--- config.mk ---
export PLATFORM = sky130hd
export DESIGN_NAME = pkt_engine
export DESIGN_NICKNAME = d
export VERILOG_FILES = /design/src/core/pkt_cfg_pkg.sv /design/src/core/pkt_codec_if.sv /design/src/core/pkt_codec.sv /design/src/core/pkt_engine.sv
export SDC_FILE = /design/constraint.sdc
export NUM_CORES = 1
export LEC_CHECK = 0
export BUFFER_PORTS_ARGS = -buffer_cell sky130_fd_sc_hd__buf_2
export CORE_UTILIZATION = 55
export DETAILED_ROUTE_END_ITERATION = 6
export PLACE_DENSITY = 0.8
export SLEW_MARGIN = 40
export SYNTH_ARGS = -nofsm -noshare
export SYNTH_HDL_FRONTEND = slang
export SYNTH_HIERARCHICAL = 1
export SYNTH_SLANG_ARGS = --single-unit
export TNS_END_PERCENT = 50
--- constraint.sdc ---
create_clock -name core_clk -period 3.8 [get_ports core_clk]
set_input_delay 0.57 -clock core_clk [delete_from_list [all_inputs] [get_ports core_clk]]
set_output_delay 0.57 -clock core_clk [all_outputs]
set_load 0.1 [all_outputs]
--- src/core/pkt_cfg_pkg.sv ---
// Function
// - Biphase bit enables Manchester coding both ways.
// - Body length fixes payload or caps receive length.
// - Keep 8-bit station identifier for address filtering.
// - Format bit picks fixed or variable length.
// - Lead-in code selects one to four preamble bytes.
// - Scramble bit whitens transmit, dewhitens receive data.
// - Check code bit enables CRC generate and verify.
// - Filter 00 accepts all, 01 station only.
// - Filter 10 accepts station or 0x00.
// - Filter 11 accepts station, 0x00 or 0xFF.
// - Check pass flag is read-only CRC result.
// - Clear FIFO on CRC failure unless discard disabled.
// - Standby direction bit picks host FIFO write/read.
package pkt_cfg_pkg;

  //////////////////////////////////////////////////////////////////////////////
  // Register locations and reset values.
  localparam logic [7:0] LEN_CTRL_ADDR  = 8'h1c;
  localparam logic [7:0] STATION_ADDR   = 8'h1d;
  localparam logic [7:0] FORMAT_ADDR    = 8'h1e;
  localparam logic [7:0] FIFO_CTRL_ADDR = 8'h1f;
  localparam logic [7:0] LEN_CTRL_RST   = 8'h00;
  localparam logic [7:0] STATION_RST    = 8'h00;
  localparam logic [7:0] FORMAT_RST     = 8'h48;
  localparam logic [7:0] FIFO_CTRL_RST  = 8'h00;

  //////////////////////////////////////////////////////////////////////////////
  // Field positions.
  localparam int MANCH_BIT       = 7;
  localparam int LEN_HI          = 6;
  localparam int LEN_FMT_BIT     = 7;
  localparam int PRE_HI          = 6;
  localparam int PRE_LO          = 5;
  localparam int WHITE_BIT       = 4;
  localparam int CRC_EN_BIT      = 3;
  localparam int FILT_HI         = 2;
  localparam int FILT_LO         = 1;
  localparam int AUTOCLR_OFF_BIT = 7;
  localparam int STBY_DIR_BIT    = 6;

  //////////////////////////////////////////////////////////////////////////////
  // Codes and seeds.
  localparam logic [1:0]  FILT_OFF      = 2'h0;
  localparam logic [1:0]  FILT_NODE     = 2'h1;
  localparam logic [1:0]  FILT_NODE_00  = 2'h2;
  localparam logic [7:0]  BCAST_LOW     = 8'h00;
  localparam logic [7:0]  BCAST_HIGH    = 8'hff;
  localparam logic [7:0]  PREAMBLE_BYTE = 8'haa;
  localparam logic [15:0] CRC_POLY      = 16'h1021;
  localparam logic [15:0] CRC_SEED      = 16'h1d0f;
  localparam logic [8:0]  PN9_SEED      = 9'h1ff;

  typedef enum logic [4:0] {
    TX_IDLE   = 5'h01,
    TX_PRE    = 5'h02,
    TX_BODY   = 5'h04,
    TX_CRC_HI = 5'h08,
    TX_CRC_LO = 5'h10
  } tx_state_t;

  typedef enum logic [4:0] {
    RX_IDLE   = 5'h01,
    RX_LEN    = 5'h02,
    RX_PAY    = 5'h04,
    RX_CRC_HI = 5'h08,
    RX_CRC_LO = 5'h10
  } rx_state_t;

  // Address acceptance for the four filter modes.
  function automatic logic addr_ok(input logic [1:0] mode, input logic [7:0] id,
                                   input logic [7:0] a);
    case (mode)
      FILT_OFF:     addr_ok = 1'b1;
      FILT_NODE:    addr_ok = (a == id);
      FILT_NODE_00: addr_ok = (a == id) || (a == BCAST_LOW);
      default:      addr_ok = (a == id) || (a == BCAST_LOW) || (a == BCAST_HIGH);
    endcase
  endfunction

  // Each data bit becomes a chip pair, one as 10 and zero as 01.
  function automatic logic [15:0] manch_enc(input logic [7:0] d);
    manch_enc = 16'h0000;
    for (int i = 0; i < 8; i++) begin
      manch_enc[2*i+1] = d[i];
      manch_enc[2*i]   = ~d[i];
    end
  endfunction

  // The first chip of each pair carries the data bit.
  function automatic logic [7:0] manch_dec(input logic [15:0] c);
    manch_dec = 8'h00;
    for (int i = 0; i < 8; i++) begin
      manch_dec[i] = c[2*i+1];
    end
  endfunction

endpackage

--- src/core/pkt_codec_if.sv ---
`timescale 1ns/100ps
// Byte-wide whitening and CRC service between the engine and a codec.
interface pkt_codec_if;
  logic        init;
  logic        step;
  logic        crc_upd;
  logic        is_rx;
  logic        whiten_en;
  logic [7:0]  din;
  logic [7:0]  dout;
  logic [15:0] crc;

  modport engine (output init, step, crc_upd, is_rx, whiten_en, din, input dout, crc);
  modport codec  (input init, step, crc_upd, is_rx, whiten_en, din, output dout, crc);
endinterface

--- src/core/pkt_codec.sv ---
`timescale 1ns/100ps
module pkt_codec
  import pkt_cfg_pkg::*;
(
  // Clock and reset
  input wire logic    core_clk,
  input wire logic    sys_rst,
  // Engine side
  pkt_codec_if.codec  cif
);

  typedef struct packed {
    logic [8:0]  lfsr;
    logic [15:0] crc;
  } codec_t;

  codec_t st;
  codec_t next_st;
  logic [7:0] crc_src;

  // Advance the PN9 sequence by one byte.
  function automatic logic [8:0] pn9_step8(input logic [8:0] l);
    pn9_step8 = l;
    for (int i = 0; i < 8; i++) begin
      pn9_step8 = {pn9_step8[0] ^ pn9_step8[5], pn9_step8[8:1]};
    end
  endfunction

  // Fold one byte into the CRC, most significant bit first.
  function automatic logic [15:0] crc_step8(input logic [15:0] c, input logic [7:0] d);
    crc_step8 = c;
    for (int i = 7; i >= 0; i--) begin
      crc_step8 = {crc_step8[14:0], 1'b0} ^ ((crc_step8[15] ^ d[i]) ? CRC_POLY : 16'h0000);
    end
  endfunction

  // Whitening is bypassed when disabled; CRC always covers plain data.
  assign cif.dout = cif.din ^ (cif.whiten_en ? st.lfsr[7:0] : 8'h00);
  assign crc_src  = cif.is_rx ? cif.dout : cif.din;
  assign cif.crc  = st.crc;

  // Next state of the sequence and the check word.
  always_comb begin
    next_st = st;
    if (cif.init) begin
      next_st.lfsr = PN9_SEED;
      next_st.crc  = CRC_SEED;
    end else if (cif.step) begin
      next_st.lfsr = pn9_step8(st.lfsr);
      if (cif.crc_upd) begin
        next_st.crc = crc_step8(st.crc, crc_src);
      end
    end
  end

  // State register.
  always_ff @(posedge core_clk or posedge sys_rst) begin
    if (sys_rst) begin
      st <= '{lfsr: PN9_SEED, crc: CRC_SEED};
    end else begin
      st <= next_st;
    end
  end
endmodule

--- src/core/pkt_engine.sv ---
`timescale 1ns/100ps
module pkt_engine
  import pkt_cfg_pkg::*;
(
  // Clock and reset
  input  wire logic       core_clk,
  input  wire logic       sys_rst,
  // Configuration port
  input  wire logic       cfg_wr,
  input  wire logic       cfg_rd,
  input  wire logic [7:0] cfg_addr,
  input  wire logic [7:0] cfg_wdata,
  output logic      [7:0] cfg_rdata,
  // Operating mode and FIFO control
  input  wire logic       stby_mode,
  output logic            fifo_host_wr_en,
  output logic            fifo_host_rd_en,
  output logic            fifo_clear,
  // Transmit path
  input  wire logic       tx_start,
  input  wire logic [7:0] tx_in_data,
  input  wire logic       tx_in_valid,
  output logic            tx_in_ready,
  output logic      [7:0] tx_out_data,
  output logic            tx_out_valid,
  input  wire logic       tx_out_ready,
  output logic            tx_done,
  // Receive path
  input  wire logic       rx_start,
  input  wire logic [7:0] rx_in_data,
  input  wire logic       rx_in_valid,
  output logic      [7:0] rx_out_data,
  output logic            rx_out_valid,
  output logic            rx_done,
  output logic            rx_drop,
  output logic            crc_ok
);

  typedef struct packed {
    logic [7:0] len_ctrl;
    logic [7:0] station;
    logic [7:1] fmt_ctrl;
    logic [7:0] fifo_ctrl;
    logic [7:0] rdata;
    tx_state_t  tx_st;
    logic [1:0] pre_cnt;
    logic [7:0] tx_cnt;
    logic       tx_first;
    logic       tx_half;
    logic [7:0] tx_lo;
    logic [7:0] tx_data;
    logic       tx_valid;
    logic       tx_done;
    rx_state_t  rx_st;
    logic [7:0] rx_cnt;
    logic       rx_first;
    logic       rx_half;
    logic [7:0] rx_hi;
    logic [7:0] rx_crc_hi;
    logic [7:0] rx_data;
    logic       rx_valid;
    logic       rx_done;
    logic       rx_drop;
    logic       crc_ok;
    logic       fifo_clear;
  } state_t;

  state_t st;
  state_t next_st;

  pkt_codec_if tx_cif ();
  pkt_codec_if rx_cif ();

  pkt_codec u_tx_codec (.core_clk(core_clk), .sys_rst(sys_rst), .cif(tx_cif.codec));
  pkt_codec u_rx_codec (.core_clk(core_clk), .sys_rst(sys_rst), .cif(rx_cif.codec));

  //////////////////////////////////////////////////////////////////////////////
  // Configuration fields.
  logic       manch_on;
  logic       var_fmt;
  logic       crc_on;
  logic [1:0] filt_mode;
  logic [7:0] max_len;
  assign manch_on  = st.len_ctrl[MANCH_BIT];
  assign max_len   = {1'b0, st.len_ctrl[LEN_HI:0]};
  assign var_fmt   = st.fmt_ctrl[LEN_FMT_BIT];
  assign crc_on    = st.fmt_ctrl[CRC_EN_BIT];
  assign filt_mode = st.fmt_ctrl[FILT_HI:FILT_LO];

  //////////////////////////////////////////////////////////////////////////////
  // Transmit handshakes and codec feed.
  logic slot_free;
  logic tx_take;
  logic crc_emit;
  assign slot_free   = !st.tx_valid || tx_out_ready;
  assign tx_in_ready = slot_free && !st.tx_half && (st.tx_st == TX_BODY);
  assign tx_take     = tx_in_ready && tx_in_valid;
  assign crc_emit    = slot_free && !st.tx_half
                       && (st.tx_st == TX_CRC_HI || st.tx_st == TX_CRC_LO);

  assign tx_cif.init      = tx_start && (st.tx_st == TX_IDLE);
  assign tx_cif.step      = tx_take || crc_emit;
  assign tx_cif.crc_upd   = tx_take;
  assign tx_cif.is_rx     = 1'b0;
  assign tx_cif.whiten_en = st.fmt_ctrl[WHITE_BIT];
  assign tx_cif.din       = tx_take ? tx_in_data :
                            (st.tx_st == TX_CRC_HI) ? tx_cif.crc[15:8] : tx_cif.crc[7:0];

  //////////////////////////////////////////////////////////////////////////////
  // Receive byte assembly and codec feed.
  logic       rx_byte_evt;
  logic       len_evt;
  logic       addr_evt;
  logic       chk_evt;
  logic [7:0] plain;
  logic       crc_match;
  assign rx_byte_evt = rx_in_valid && (st.rx_st != RX_IDLE) && (!manch_on || st.rx_half);
  assign len_evt     = rx_byte_evt && (st.rx_st == RX_LEN);
  assign addr_evt    = rx_byte_evt && (st.rx_st == RX_PAY) && st.rx_first
                       && (filt_mode != FILT_OFF);
  assign chk_evt     = rx_byte_evt && (st.rx_st == RX_CRC_LO);
  assign plain       = rx_cif.dout;
  assign crc_match   = ({st.rx_crc_hi, plain} == rx_cif.crc);

  assign rx_cif.init      = rx_start;
  assign rx_cif.step      = rx_byte_evt;
  assign rx_cif.crc_upd   = rx_byte_evt && (st.rx_st == RX_LEN || st.rx_st == RX_PAY);
  assign rx_cif.is_rx     = 1'b1;
  assign rx_cif.whiten_en = st.fmt_ctrl[WHITE_BIT];
  assign rx_cif.din       = manch_on ? manch_dec({st.rx_hi, rx_in_data}) : rx_in_data;

  //////////////////////////////////////////////////////////////////////////////
  // Next-state logic for registers, transmitter and receiver.
  always_comb begin
    logic        body_end;
    logic [15:0] enc;
    body_end = 1'b0;
    enc      = manch_enc(tx_cif.dout);
    next_st            = st;
    next_st.tx_done    = 1'b0;
    next_st.rx_done    = 1'b0;
    next_st.rx_drop    = 1'b0;
    next_st.rx_valid   = 1'b0;
    next_st.fifo_clear = 1'b0;
    if (slot_free) begin
      next_st.tx_valid = 1'b0;
    end

    // Register writes; the pass flag is not writable.
    if (cfg_wr) begin
      case (cfg_addr)
        LEN_CTRL_ADDR:  next_st.len_ctrl = cfg_wdata;
        STATION_ADDR:   next_st.station = cfg_wdata;
        FORMAT_ADDR:    next_st.fmt_ctrl = cfg_wdata[7:1];
        FIFO_CTRL_ADDR: next_st.fifo_ctrl = cfg_wdata;
        default: ;
      endcase
    end
    if (cfg_rd) begin
      case (cfg_addr)
        LEN_CTRL_ADDR:  next_st.rdata = st.len_ctrl;
        STATION_ADDR:   next_st.rdata = st.station;
        FORMAT_ADDR:    next_st.rdata = {st.fmt_ctrl, st.crc_ok};
        FIFO_CTRL_ADDR: next_st.rdata = st.fifo_ctrl;
        default:        next_st.rdata = 8'h00;
      endcase
    end

    // Transmit sequence: preamble, body, optional check word.
    case (st.tx_st)
      TX_IDLE: begin
        if (tx_start) begin
          next_st.tx_st    = TX_PRE;
          next_st.pre_cnt  = st.fmt_ctrl[PRE_HI:PRE_LO];
          next_st.tx_first = var_fmt;
          next_st.tx_cnt   = max_len;
        end
      end
      TX_PRE: begin
        if (slot_free && !st.tx_half) begin
          next_st.tx_data  = PREAMBLE_BYTE;
          next_st.tx_valid = 1'b1;
          next_st.pre_cnt  = st.pre_cnt - 2'h1;
          if (st.pre_cnt == 2'h0) begin
            next_st.tx_st = TX_BODY;
          end
        end
      end
      TX_BODY: begin
        if (tx_take) begin
          if (st.tx_first) begin
            next_st.tx_first = 1'b0;
            next_st.tx_cnt   = tx_in_data;
            body_end         = (tx_in_data == 8'h00);
          end else begin
            next_st.tx_cnt = st.tx_cnt - 8'h01;
            body_end       = (st.tx_cnt == 8'h01);
          end
          if (body_end) begin
            next_st.tx_st   = crc_on ? TX_CRC_HI : TX_IDLE;
            next_st.tx_done = !crc_on;
          end
        end
      end
      TX_CRC_HI: begin
        if (crc_emit) begin
          next_st.tx_st = TX_CRC_LO;
        end
      end
      TX_CRC_LO: begin
        if (crc_emit) begin
          next_st.tx_st   = TX_IDLE;
          next_st.tx_done = 1'b1;
        end
      end
      default: next_st.tx_st = TX_IDLE;
    endcase

    // Coded bytes go out whole, or as two chip bytes when biphase coding is on.
    if (tx_take || crc_emit) begin
      next_st.tx_valid = 1'b1;
      if (manch_on) begin
        next_st.tx_data = enc[15:8];
        next_st.tx_lo   = enc[7:0];
        next_st.tx_half = 1'b1;
      end else begin
        next_st.tx_data = tx_cif.dout;
      end
    end else if (slot_free && st.tx_half) begin
      next_st.tx_data  = st.tx_lo;
      next_st.tx_valid = 1'b1;
      next_st.tx_half  = 1'b0;
    end

    // Receive chip pairing.
    if (rx_in_valid && st.rx_st != RX_IDLE && manch_on) begin
      next_st.rx_half = !st.rx_half;
      if (!st.rx_half) begin
        next_st.rx_hi = rx_in_data;
      end
    end

    // Receive sequence: length, filtered payload, check word.
    case (st.rx_st)
      RX_IDLE: ;
      RX_LEN: begin
        if (len_evt) begin
          if (plain == 8'h00 || plain > max_len) begin
            next_st.rx_st   = RX_IDLE;
            next_st.rx_drop = 1'b1;
          end else begin
            next_st.rx_cnt = plain;
            next_st.rx_st  = RX_PAY;
          end
        end
      end
      RX_PAY: begin
        if (rx_byte_evt) begin
          next_st.rx_first = 1'b0;
          if (addr_evt && !addr_ok(filt_mode, st.station, plain)) begin
            next_st.rx_st   = RX_IDLE;
            next_st.rx_drop = 1'b1;
          end else begin
            next_st.rx_data  = plain;
            next_st.rx_valid = 1'b1;
            next_st.rx_cnt   = st.rx_cnt - 8'h01;
            if (st.rx_cnt == 8'h01) begin
              next_st.rx_st   = crc_on ? RX_CRC_HI : RX_IDLE;
              next_st.rx_done = !crc_on;
            end
          end
        end
      end
      RX_CRC_HI: begin
        if (rx_byte_evt) begin
          next_st.rx_crc_hi = plain;
          next_st.rx_st     = RX_CRC_LO;
        end
      end
      RX_CRC_LO: begin
        if (chk_evt) begin
          next_st.crc_ok     = crc_match;
          next_st.fifo_clear = !crc_match && !st.fifo_ctrl[AUTOCLR_OFF_BIT];
          next_st.rx_done    = 1'b1;
          next_st.rx_st      = RX_IDLE;
        end
      end
      default: next_st.rx_st = RX_IDLE;
    endcase

    // A new sync restarts the receiver from any state.
    if (rx_start) begin
      next_st.rx_st    = var_fmt ? RX_LEN : RX_PAY;
      next_st.rx_cnt   = max_len;
      next_st.rx_first = 1'b1;
      next_st.rx_half  = 1'b0;
    end
  end

  // State register.
  always_ff @(posedge core_clk or posedge sys_rst) begin
    if (sys_rst) begin
      st <= '{len_ctrl: LEN_CTRL_RST, station: STATION_RST, fmt_ctrl: FORMAT_RST[7:1],
              fifo_ctrl: FIFO_CTRL_RST, tx_st: TX_IDLE, rx_st: RX_IDLE, default: '0};
    end else begin
      st <= next_st;
    end
  end

  // Outputs.
  assign cfg_rdata       = st.rdata;
  assign tx_out_data     = st.tx_data;
  assign tx_out_valid    = st.tx_valid;
  assign tx_done         = st.tx_done;
  assign rx_out_data     = st.rx_data;
  assign rx_out_valid    = st.rx_valid;
  assign rx_done         = st.rx_done;
  assign rx_drop         = st.rx_drop;
  assign crc_ok          = st.crc_ok;
  assign fifo_clear      = st.fifo_clear;
  assign fifo_host_wr_en = stby_mode && !st.fifo_ctrl[STBY_DIR_BIT];
  assign fifo_host_rd_en = stby_mode && st.fifo_ctrl[STBY_DIR_BIT];
endmodule

# [Word-level counts from Yosys, hierarchy flattened]
# Cells that the tools add are included.
[classes] reduce_logical=72 bitwise=60 n_lt_le_gt_ge=1 add_sub_neg=3 mux=88 n_eq_ne=38
[ops] operator="$xor A16 B16 Y16" count=16
[ops] operator="$mux W13" count=17
[ops] operator="$mux W25" count=4
[ops] operator="$mux W8" count=9
[ops] operator="$mux W9" count=7
[ops] operator="$pmux W5 S5" count=2
[ops] operator="$mux W16" count=3
[ops] operator="$mux W5" count=9
[ops] operator="$eq A8 B5 Y1 const B" count=4
[ops] operator="$pmux W8 S4" count=1
[ops] operator="$xor A1 B1 Y1" count=32
[ops] operator="$reduce_and A2 Y1" count=13
[ops] operator="$mux W1" count=20
[ops] operator="$reduce_bool A2 Y1" count=10
[ops] operator="$logic_and A1 B1 Y1" count=19
[ops] operator="$ne A3 B3 Y1 const B" count=6
[ops] operator="$pmux W9 S2" count=1
[ops] operator="$eq A16 B16 Y1" count=1
[ops] operator="$eq A8 B1 Y1 const B" count=2
[ops] operator="$logic_not A8 Y1" count=2
[ops] operator="$ne A2 B2 Y1 const B" count=8
[ops] operator="$pmux W8 S2" count=1
[ops] operator="$sub A8 B1 Y8 const B" count=2
[ops] operator="$xor A8 B8 Y8" count=2
[ops] operator="32 further kinds" count=71
[totals] ff_bits=168 inputBits=42 output_inout_bits=34 elab_cells=292

# [Depth between registers and ports, before layout]
# Gate-level depths: netlist of run 1.
[logic_depth] ltp_word=33 depth_mapped=14 mapped_depth_nobuf=10

# [Modules after synthesis]
# Netlist of run 1, hierarchy kept.
[modules_own_cells] mod="pkt_engine" instances=1 seq_area_each_um2=2857.7 area_each_um2=6790.3 cells_each=684
[modules_own_cells] mod="pkt_codec" instances=2 seq_area_each_um2=646.9 area_each_um2=1794.2 cells_each=170

# [Worst setup path after synthesis of run 1]
# OpenSTA, ideal clock, no wires.
[synth_path] path_type="register -> register" from="register st (netlist bit manch_on)" to="register st[32] (netlist bit)" slack_ns=0.471 path_buffers=3 required_time_ns=3.713 t_arrival_ns=3.242 period_less_slack_ns=3.329 stages_incl_launch_ff=13 setup_ns=0.087 cell_sequence="dfrtp_1 -> clkbuf_1 -> clkbuf_1 -> mux2_2 -> xnor2_1 -> ha_1 -> a211oi_1 -> o211ai_1 -> o21ba_1 -> o31ai_2 -> buf_2 -> a41oi_1 -> a22oi_1"
[synth_via] elab_chain_cells=12 word_cells_on_any_way=30 classes_between="1 x order compare; 6 x eq/ne; 8 x mux; 1 x bitwise; 14 x reduce/logical"
[synth_rtl] item="start: declaration" line_no="pkt_engine.sv:68" source="state_t st;"
[synth_rtl] item="start signal: assignment" line_no="pkt_engine.sv:303" source="st <= '{len_ctrl: LEN_CTRL_RST, station: STATION_RST, fmt_ctrl: FORMAT_RST[7:1],"
[synth_rtl] item="start signal: assignment" line_no="pkt_engine.sv:306" source="st <= next_st;"
[synth_rtl] item="$mux W8 (*)" line_no="pkt_engine.sv:130" source="assign rx_cif.din = manch_on ? manch_dec({st.rx_hi, rx_in_data}) : rx_in_data;"
[synth_rtl] item="named net rx_cif.din[6]" line_no="pkt_codec_if.sv:9" source="logic [7:0] din;"
[synth_rtl] item="$xor A8 B8 Y8 (*)" line_no="pkt_codec.sv:38" source="assign cif.dout = cif.din ^ (cif.whiten_en ? st.lfsr[7:0] : 8'h00);"
[synth_rtl] item="named net plain[6]" line_no="pkt_engine.sv:115" source="logic [7:0] plain;"
[synth_rtl] item="$eq A8 B8 Y1 / $logic_not A8 Y1 (equally long branches)"
[synth_rtl] item="$logic_or A1 B1 Y1" line_no="pkt_cfg_pkg.sv:76, pkt_cfg_pkg.sv:77"
[synth_rtl] item="$logic_or A1 B1 Y1" line_no="pkt_cfg_pkg.sv:77" source="default: addr_ok = (a == id) || (a == BCAST_LOW) || (a == BCAST_HIGH);"
[synth_rtl] item="$pmux W1 S3" line_no="pkt_cfg_pkg.sv:73" source="case (mode)"
[synth_rtl] item="$mux W1" line_no="pkt_engine.sv:258" source="if (rx_byte_evt) begin"
[synth_rtl] item="$mux W1" line_no="pkt_engine.sv:244" source="case (st.rx_st)"
[synth_rtl] item="$logic_not A1 Y1" line_no="pkt_engine.sv:260" source="if (addr_evt && !addr_ok(filt_mode, st.station, plain)) begin"
[synth_rtl] item="$logic_and A1 B1 Y1" line_no="pkt_engine.sv:260"
[synth_rtl] item="$ne A3 B3 Y1 (no line)"
[synth_rtl] item="$reduce_and A5 Y1 (no line) (*)"
# The timed path passes the listed nets; every way through them passes the cells marked *. The select of a mux whose other input is x is not followed.
# A chain may end at the register's enable or synchronous reset.

# [Worst setup path in the final report of run 1]
[layout_path] from="register st (netlist bit manch_on)" to="register st[36] (netlist bit)"
# Same word-level chain as after synthesis.

==> metrics.txt, run 1 <==
PwrDens about 630 nW/µm²; most common cell after layout, fill and taps aside dfrtp_1; CTS Buf Count 17; initial DRC count 901; Setup TNS Final 0 ns; reg2reg end st[36]$_DFFE_PP0P_; clock transition at the registers of the reported paths roughly 0.070 ns; Highest Clock Rate 293 MHz; DR WL/cell 19.6 µm; worst-path fanout max 11; placed cell count 1,240; pre-CTS setup slack 0.490 ns; Area Overhead vs Synth 7.52%; HPWL after DPL 17,700 µm; Synth Net Count about 1.1k; Worst Tran Pin Value 0.821 ns; Placeable Area roughly 18,000 µm²; Buffers on Ports 75; cell accounting for the most synthesized area dfrtp_1; Slew HR 45.1%; reg2reg start manch_on$_DFFE_PP0P_; Total GRT Usage 26.7%; clock tree buffer depth 2; largest net degree at the start of global routing 62; Slew Viols, Final 0; Final setup violation count 0; WHS 0.231 ns; area of the multi-input gates 5410 µm²; initial antenna violation count 2; FFs w/ async S/R, synth 100%; Leak 5.11 nW; number of vias per cell 6.06; Reg area 4150 µm²; critical path data required time 4.15 ns; final wirelength 24,900 µm; Synth cell types 75; EDFF count, synth 0; max-cap violation count 0; IO Count 76; Critical Path Start Type flip-flop; GP Congestion ~0.93; filler instances 1,431; dominant cells by area after synthesis dfrtp_1, dfstp_2, xnor2_1; reg2reg setup slack a little under 0.4 ns; initial core utilization 57.0%; Power, Total 7.07 mW; Cell Rows between 40 and 50; post-synth top area share between 30% and 40%; layout cell share with drive strength beyond 1 25.1%; most frequent cells in the layout dfrtp_1, nand2_1, xnor2_1; Routed Antenna Nets 0; Fin. Hold Viols 0; Final Util 61.3%; number of global-route vias before repair 7,480; GR Overflow Total 0; Crit Path Category reg -> reg; Critical Path AT roughly 3.8 ns; Syn Inst Count 1,024; Setup Fix Bufs, Post-CTS 0; H-Tree Depth 4; hold_buf cts 0; YS warnings 6; Hold Path Class in -> async; Crit. Startpoint manch_on$_DFFE_PP0P_; clk_lat worst skew 0.44 ns; status finished, final reports clean; IR drop worst, VDD 0.750 mV; DP Area 10,500 µm²; synthesized flop and latch total 164; first-pass GRT wire length 40,600 µm; First-pass DRT Iterations 5; Non-Filler Instances 1,273; Num Clock Sinks 164; Synth Area per Inst 10.1 µm²; die width 139 µm; post-layout minimum cycle time 3.41 ns; Die Y 139 µm; fin crit share between 80 and 90%; register area share after synthesis 40.0%; via count 7,719; Root Driver clkbuf_16; CTS tree done; ys flop type dfrtp_1; fin worst setup slack 0.389 ns; Layout Skew 0.00779 ns; DRC viols 0; Layout Nets 1,084; DIE AREA 19,400 µm²; Mapped Area 10,400 µm²; Design Area, Final about 11,000 µm²; critical path capture point st[36]$_DFFE_PP0P_; cts repair resizes 0; FF-to-FF path depth 11; RSZ-0062 raised after global routing no; Critical Path End Type flip-flop
-- state kept, by name, summed over array words and instances (netlist names) --
name / count
u_tx_codec/st: 9
crc_ok: 1
cfg_rdata: 8
tx_done: 1
u_tx_codec/cif.crc: 16
u_rx_codec/st: 9
max_len: 7
tx_out_valid: 1
fifo_clear: 1
rx_out_data: 8
u_rx_codec/cif.crc: 16
tx_out_data: 8
rx_done: 1
rx_out_valid: 1
filt_mode: 2
rx_cif.whiten_en: 1
manch_on: 1
rx_drop: 1
st: 71
crc_on: 1
-- power by group --
group          switching [mW]  total, mW  internal, mW  leakage, nW
Sequential              0.326       2.40          2.08         2.01
Combinational            1.81       2.84          1.03         2.79
Clock                   0.780       1.83          1.05        0.303
-- synth_stat cells (4+ instances only) --
cell type	n
nor3_1	10
nand4b_1	5
mux2_2	38
inv_1	44
mux2_4	8
and3_2	4
xnor2_2	10
a21o_1	9
dfstp_2	38
nor2_1	48
or2_2	11
nand3_2	4
a41oi_1	6
o21ai_1	23
nor4_1	9
xor2_1	23
mux2_1	13
inv_2	4
a31oi_1	4
o22ai_1	7
ha_1	12
mux2i_1	16
o21bai_1	8
o22a_1	5
nand4_1	10
a22oi_1	7
buf_4	60
buf_1	6
a22o_1	11
nand2_1	99
o21ai_0	40
nand3_1	28
nor2b_1	7
buf_2	4
a21oi_1	50
a211oi_1	9
clkbuf_1	30
dfrtp_1	126
and3_1	8
xor3_1	4
xnor3_1	14
nand2b_1	11
xnor2_1	81
mux4_2	8
-- cell families (layout without fill, tap and decap cells) --
group	count (synthesis)	after routing	synth area share [%]
compound gates	205	205	13.1
xor+xnor	132	132	14.3
simple gates	274	274	13.2
mux	83	83	9.97
fa+ha+maj	12	12	1.45
other cells	2	3	0.0724
buf+inv	152	171	7.93
flops	164	164	40.0
-- critical path: stages, from the launching register on --
cell,delay (ns)
dfrtp_1,0.66
buf_4,0.28
mux2_2,0.39
xnor2_1,0.14
buf_4,0.18
a211oi_1,0.22
o211ai_1,0.12
o21ba_1,0.23
o31ai_2,0.49
buf_4,0.28
a41oi_1,0.13
a22oi_1,0.21
-- layer usage --
| metal | share of wire, % | global-route usage, % | up-vias |
|---|---|---|---|
| li1 | - | - | 3538 |
| met1 | 45 | 37.4 | 3784 |
| met2 | 45 | 40.2 | 319 |
| met3 | 6.4 | 4.58 | 76 |
| met4 | 4.0 | 12.8 | 2 |
| met5 | 0.072 | 0 | - |
-- area by class of cell --
cell class	count	share of cell area [%]
antenna	1	0.0224
clock buffer	17	3.81
clock inverter	15	1.72
inverter	49	1.69
multi-input combinational	708	48.5
sequential	164	37.2
tap	229	2.57
timing repair buffer	90	4.48
-- worst min-delay path by stage --
stage	slack, ns	startpoint	to	depth (start not counted)
after CTS	0.23	sys_rst	u_rx_codec/cif.crc[15]$_DFFE_PP0P_	2
after detailed placement	0.46	st[30]$_DFFE_PP0P_	st[30]$_DFFE_PP0P_	2
after floorplan	0.42	st[94]$_DFFE_PP0P_	fifo_clear$_DFF_PP0_	1
after global routing	0.28	sys_rst	u_tx_codec/cif.crc[7]$_DFFE_PP0P_	2
final	0.23	sys_rst	tx_out_data[2]$_DFFE_PP0P_	2
after global placement	0.46	tx_out_data[3]$_DFFE_PP0P_	tx_out_data[3]$_DFFE_PP0P_	1
No activity file was read; power rests on OpenSTA's default activity.
==> run 2, diff against run 1 <==
--- a/config.mk
+++ b/config.mk
@@ -6,9 +6,10 @@
 export NUM_CORES = 1
 export LEC_CHECK = 0
 export BUFFER_PORTS_ARGS = -buffer_cell sky130_fd_sc_hd__buf_2
-export CORE_UTILIZATION = 55
+export CORE_MARGIN = 2
+export CORE_UTILIZATION = 30
 export DETAILED_ROUTE_END_ITERATION = 6
-export PLACE_DENSITY = 0.8
+export PLACE_DENSITY = 0.5
 export SLEW_MARGIN = 40
 export SYNTH_ARGS = -nofsm -noshare
 export SYNTH_HDL_FRONTEND = slang
==> run 2 against run 1 <==
Against the previous run:
- worst hold slack improved by 0.0018 ns
- largest cell class unchanged
- utilization is 28 points lower
- via count decreased by 4.9%
- largest power group unchanged
- clock skew increased by 0.0034 ns
- sequential share of layout area decreased by 0.78 points
- sequential power about the same
- clock-buffer cell count is 1 higher
- worst setup slack better by 0.098 ns
- critical path type unchanged
- die area grew 86%
==> metrics.txt, run 2 (synthesis gave the netlist of run 1 again) <==
status finished, final reports clean; met1 usage 22.0% (-15 points); filler instances 3,507 (+150%); clock share of power 24.5% (-1.4 points); area of the multi-input gates 5410 µm² (about the same); critical path data required time 4.11 ns (-0.04 ns); Psw 2.89 mW (-0.88%); Fin. Hold Viols 0 (unchanged); Crit Path Category reg -> reg; fin crit share 87.2% (-2.6 points); Layout Nets 1,086 (+0.18%); die width 190 µm (+36%); Hold Path Class in -> async; Highest Clock Rate 302 MHz (+3.0%); Final setup violation count 0 (unchanged); IO Count 76 (unchanged); number of vias per cell 4.89 (-19%); Setup TNS Final 0 ns (unchanged); Reg area 4150 µm² (unchanged); worst-path fanout max 13 (+2); PwrDens 606 nW/µm² (-4.4%); internal power 4.02 mW (-3.4%); GR Overflow Total 0 (unchanged); HPWL after DPL 19,800 µm (+12%); Global Route met2 Usage 24.2% (-16 points); clock tree buffer depth 2 (unchanged); M3 GR Usage 2.88% (-1.7 points); Setup Fix Bufs, Post-CTS 0 (unchanged); most frequent cells in the layout dfrtp_1, nand2_1, xnor2_1; sequential power share 34.6% (+0.6 points); First-pass DRT Iterations 5 (unchanged); GP Congestion 0.853 (-8.3%); Non-Filler Instances 1,501 (+18%); combinational power share 40.9% (+0.8 points); initial DRC count 487 (-46%); Placeable Area 34,300 µm² (+88%); Slew HR 46.5% (+1.4 points); Largest register FFs 71 (unchanged); Leak 5.09 nW (-0.39%); GRT Max-Usage Layer met2; Total GRT Usage 15.5% (-11 points); Die Y 190 µm (+36%); Num Clock Sinks 164 (unchanged); Net Sw Frac 41.8% (+0.62 points); DR WL/cell 17.9 µm (-8.6%); H-Tree Depth 4 (unchanged); DRC viols 0 (unchanged); Slew Viols, Final 0 (unchanged); Layout Skew 0.0112 ns (+0.00345 ns); CTS Buf Count 17 (unchanged); CTS tree done; layout cell share with drive strength beyond 1 25.3% (+0.14 points); Largest Register st; clock transition at the registers of the reported paths 0.07 ns (about the same); first-pass GRT wire length 43,200 µm (+6.3%); Critical Path End Type flip-flop; clk_lat worst skew 0.44 ns (about the same); number of global-route vias before repair 7,367 (-1.5%); Root Driver clkbuf_16; Buffers on Ports 75 (unchanged); Worst Tran Pin Value 0.800 ns (-0.0204 ns); most common cell after layout, fill and taps aside dfrtp_1; final wirelength 26,900 µm (+7.7%); RSZ-0062 raised after global routing no; post-layout minimum cycle time 3.31 ns (-0.0980 ns); placed cell count 1,468 (+18%); initial antenna violation count 2 (unchanged); largest net degree at the start of global routing 57 (-8.1%); Critical Path Start Type flip-flop; DIE AREA 36,100 µm² (+86%); via count 7,337 (-4.9%); max-cap violation count 0 (unchanged); initial core utilization 30.3% (-27 points); cts repair resizes 0 (unchanged); hold_buf cts 0 (unchanged); Final Util 33.2% (-28 points); Critical Path AT 3.62 ns (-0.14 ns); Cell Rows 68 (+39%); Routed Antenna Nets 0 (unchanged); IR drop worst, VDD 0.311 mV (-59%); Area Overhead vs Synth 9.84%
## run 2: cell count changes in the layout (fill, tap and decap cells not counted)
cell,before,now
clkinv_2,2,4
inv_6,6,5
clkbuf_1,0,1
clkinvlp_4,1,2
and3_2,4,5
buf_4,14,16
inv_8,2,1
bufinv_16,3,1
and3_1,8,7
## run 2: critical path: stages, from the launching register on
cell	delay (ns)
dfrtp_1	0.78
mux2_2	0.44
xnor2_1	0.13
buf_4	0.17
or4_4	0.54
nor2_4	0.18
a211oi_4	0.12
a31oi_1	0.28
a21o_1	0.18
mux2_1	0.34
## run 2: layout make-up
cell class | instances | share of cell area [%]
multi-input cells | 708 | 47.5
diodes | 1 | 0.0220
well taps | 455 | 4.99
clock buffers | 18 | 3.76
inverters | 49 | 1.66
clock inverters | 14 | 1.13
repair buffers | 92 | 4.52
flip-flops and latches | 164 | 36.4
## run 2: per-stage QoR
stage	instance area (µm²)	total power, mW	hold WS, ns	worst slack, ns
4_1_cts	11400	6.98	0.229	0.517
2_1_floorplan	10400	4.76	0.424	0.221
5_1_grt	11400	7.36	0.255	0.307
6_report	11400	6.91	0.233	0.487
3_3_place_gp	10800	5.22	0.461	0.506
3_5_place_dp	10800	5.25	0.469	0.483
## run 2: final timing paths
path                                               to            startpoint  cells after the start  slack [ns]
max reg2reg                        st[41]$_DFFE_PP0P_  manch_on$_DFFE_PP0P_                      9        0.49
max in group asynchronous          st[39]$_DFFE_PP1P_               sys_rst                      3        2.85
min reg2reg                        st[59]$_DFFE_PP0P_    st[59]$_DFFE_PP0P_                      2        0.49
max                                st[41]$_DFFE_PP0P_  manch_on$_DFFE_PP0P_                      9        0.49
min                        tx_out_data[2]$_DFFE_PP0P_               sys_rst                      2        0.23
min in group core_clk          max_len[3]$_DFFE_PP0P_          cfg_wdata[3]                      3        0.39
## run 2: power groups by stage
stage	clock network, mW	registers, mW	logic (mW)
floorplan	0	2.32	2.45
global placement	0	2.42	2.81
detailed placement	0	2.41	2.84
CTS	1.75	2.39	2.84
global route	1.83	2.44	3.09
finish	1.69	2.39	2.83
## run 2: routing by layer
metal	wire (µm)	share of wire, %
met5	11	0.041
met4	325	1.2
met3	1190	4.4
met2	12200	46
met1	13100	49
==> run 3, diff against run 2 <==
--- a/config.mk
+++ b/config.mk
@@ -9,7 +9,8 @@
 export CORE_MARGIN = 2
 export CORE_UTILIZATION = 30
 export DETAILED_ROUTE_END_ITERATION = 6
-export PLACE_DENSITY = 0.5
+export PLACE_DENSITY = 0.48
+export RECOVER_POWER = 50
 export SLEW_MARGIN = 40
 export SYNTH_ARGS = -nofsm -noshare
 export SYNTH_HDL_FRONTEND = slang
==> constraint.sdc (replaced) <==
create_clock -name core_clk -period 4.18 [get_ports core_clk]
set_input_delay 0.627 -clock core_clk [delete_from_list [all_inputs] [get_ports core_clk]]
set_output_delay 0.627 -clock core_clk [all_outputs]
set_load 0.1 [all_outputs]
==> run 3 against run 2 <==
Against the previous run:
- the run now ends with max-capacitance violations, max-slew violations left
- routed wire length is 2.8% higher
- worst setup slack improved by 0.45 ns
- clock power down 7%
- clock-buffer cell count shrank 1
- critical endpoint unchanged
- utilization hardly changed
- maximum frequency is 2.0% higher
==> metrics.txt, run 3 (synthesis gave the netlist of run 1 again) <==
hold_buf cts 0 (unchanged); cts repair resizes 0 (unchanged); combinational power share 40.8% (about the same); Slew HR -44.6% (-91 points); Critical Path Start Type flip-flop; Fin. Hold Viols 0 (unchanged); reg2reg setup slack 0.93 ns (+0.45 ns); Buffers on Ports 75 (unchanged); status complete, but fails checks; filler instances 3,542 (+1.0%); critical path capture point st[41]$_DFFE_PP0P_; WP depth 9 (unchanged); Total GRT Usage 15.8% (+0.32 points); Design Area, Final 11,400 µm² (-0.14%); Largest register FFs 71 (unchanged); Hold Path Class in -> async; Layout Nets 1,085 (-0.092%); clk_lat worst skew 0.44 ns (about the same); sequential power share 34.3% (-0.3 points); CP Buf/Inv Count 1 (unchanged); Routed Antenna Nets 0 (unchanged); HPWL after DPL 20,100 µm (+1.5%); GP Congestion 0.819 (-4.0%); Root Driver clkbuf_16; Power, Total 6.31 mW (-8.6%); initial antenna violation count 0 (-2); Reg area 4150 µm² (unchanged); Net Sw Frac 42.6% (+0.85 points); CTS Buf Count 17 (unchanged); most common cell after layout, fill and taps aside dfrtp_1; FF-to-FF path depth 9 (unchanged); Critical Path AT 3.56 ns (-0.06 ns); Die Y 190 µm (unchanged); RSZ-0062 raised after global routing no; max-cap violation count 1 (+1); clock share of power 24.9% (+0.4 points); Crit Path Category reg -> reg; Setup Fix Bufs, Post-CTS 0 (unchanged); clock transition at the registers of the reported paths 0.08 ns (about the same); CTS tree done; Critical Path End Type flip-flop; CP Cell Sequence mux2_2 > xnor2_1 > buf_4 > or4_4 > nor2_4 > a211oi_4 > a31oi_1 > a21o_1 > mux2_1; Final setup violation count 0 (unchanged); H-Tree Depth 4 (unchanged); Largest Register st; clock tree buffer depth 2 (unchanged); final wirelength 27,600 µm (+2.8%); Crit. Startpoint manch_on$_DFFE_PP0P_; reg2reg end st[41]$_DFFE_PP0P_; fin crit share 77.7% (-9.5 points); first-pass GRT wire length 43,500 µm (+0.72%); Highest Clock Rate 308 MHz (+2.0%); Num Clock Sinks 164 (unchanged); IR drop worst, VDD 0.333 mV (+7.0%); die width 190 µm (unchanged); Layout Skew 0.0138 ns (+0.00261 ns); DRC viols 0 (unchanged); Psw 2.69 mW (-6.7%); WHS 0.368 ns (+0.135 ns); First-pass DRT Iterations 7 (+2); internal power 3.62 mW (-9.9%); DIE AREA 36,100 µm² (unchanged); Placeable Area 34,300 µm² (unchanged); number of global-route vias before repair 7,196 (-2.3%); Leak 5.07 nW (-0.33%); failing checks max-capacitance violations, max-slew violations; Area Overhead vs Synth 9.68%; # diodes 0 (-1); Cell Rows 68 (unchanged); DP Area 10,800 µm² (about the same); max incr delay on CP 0.71 ns (-0.07 ns); reg2reg start manch_on$_DFFE_PP0P_; DR WL/cell 18.4 µm (+2.9%); GR Overflow Total 0 (unchanged); critical path data required time 4.49 ns (+0.38 ns); post-layout minimum cycle time 3.25 ns (-0.0651 ns); Slew Viols, Final 40 (+40); largest net degree at the start of global routing 77 (+35%); number of vias per cell 4.89 (about the same); via count 7,334 (-0.041%); Setup TNS Final 0 ns (unchanged); IO Count 76 (unchanged); layout cell share with drive strength beyond 1 24.4% (-0.84 points); most frequent cells in the layout dfrtp_1, nand2_1, xnor2_1; PwrDens 554 nW/µm² (-8.5%); worst-path fanout max 12 (-1); Worst Tran Pin Value 2.17 ns (+1.37 ns); initial DRC count 559 (+15%); Max stage delay cell, worst path dfrtp_1; initial core utilization 30.3% (unchanged); area of the multi-input gates 5410 µm² (about the same); cell class contributing the biggest share of worst-path delay multiplexers
[run 3: cell types whose count changed in the layout (fill, tap and decap cells not counted), sizes merged]
cell,change
buf,-7
bufinv,-1
clkbuf,+5
clkinv,+2
clkinvlp,-2
diode,-1
inv,+2
[run 3: final cells by class]
cell class / instances / share of cell area (%)
Timing Repair Buffer: 91 / 4.18
Multi-Input combinational cell: 708 / 47.5
Clock inverter: 15 / 1.41
Inverter: 49 / 1.68
Sequential cell: 164 / 36.5
Tap cell: 455 / 5.00
Clock buffer: 17 / 3.74
[run 3: worst register-to-register path: cells and delay by family (launching register included)]
family	cells	cell delay, ns
mux	2	0.78
simple gates	2	0.74
xor+xnor	1	0.13
compound gates	3	0.60
flops	1	0.71
buf+inv	1	0.17
[run 3: metal layers]
| layer | wire [µm] | share of wire (%) | global-route usage (%) | up-vias |
|---|---|---|---|---|
| met5 | 0 | 0 | 0 | - |
| met4 | 407 | 1.5 | 4.32 | 0 |
| met3 | 1220 | 4.4 | 2.84 | 22 |
| met2 | 12000 | 43 | 23.3 | 177 |
| met1 | 14000 | 51 | 23.6 | 3605 |
| li1 | - | - | - | 3530 |
[run 3: how the worst min path moves through the flow]
stage	from	end	depth (start not counted)
after floorplan	st[94]$_DFFE_PP0P_	fifo_clear$_DFF_PP0_	1
after global placement	tx_out_data[5]$_DFFE_PP0P_	tx_out_data[5]$_DFFE_PP0P_	1
after detailed placement	tx_out_data[3]$_DFFE_PP0P_	tx_out_data[3]$_DFFE_PP0P_	1
after CTS	sys_rst	u_rx_codec/cif.crc[9]$_DFFE_PP0P_	3
after global routing	sys_rst	tx_out_data[0]$_DFFE_PP0P_	2
final	sys_rst	tx_out_data[0]$_DFFE_PP0P_	2
[run 3: power groups by stage]
stage               Combinational (mW)  Sequential (mW)  Clock [mW]
global route                      2.80             2.21        1.68
global placement                  2.57             2.19           0
detailed placement                2.58             2.19           0
CTS                               2.59             2.17        1.62
finish                            2.58             2.17        1.57
floorplan                         2.22             2.11           0
[run 3: through the flow]
step | instances | utilization [%] | worst slack (ns)
3_3_place_gp | 1467 | 31.6 | 1.05
5_1_grt | 1499 | 33.2 | 0.720
6_report | 1499 | 33.2 | 0.932
2_1_floorplan | 1024 | - | 0.544
4_1_cts | 1499 | 33.3 | 0.986
3_5_place_dp | 1467 | 31.6 | 0.902
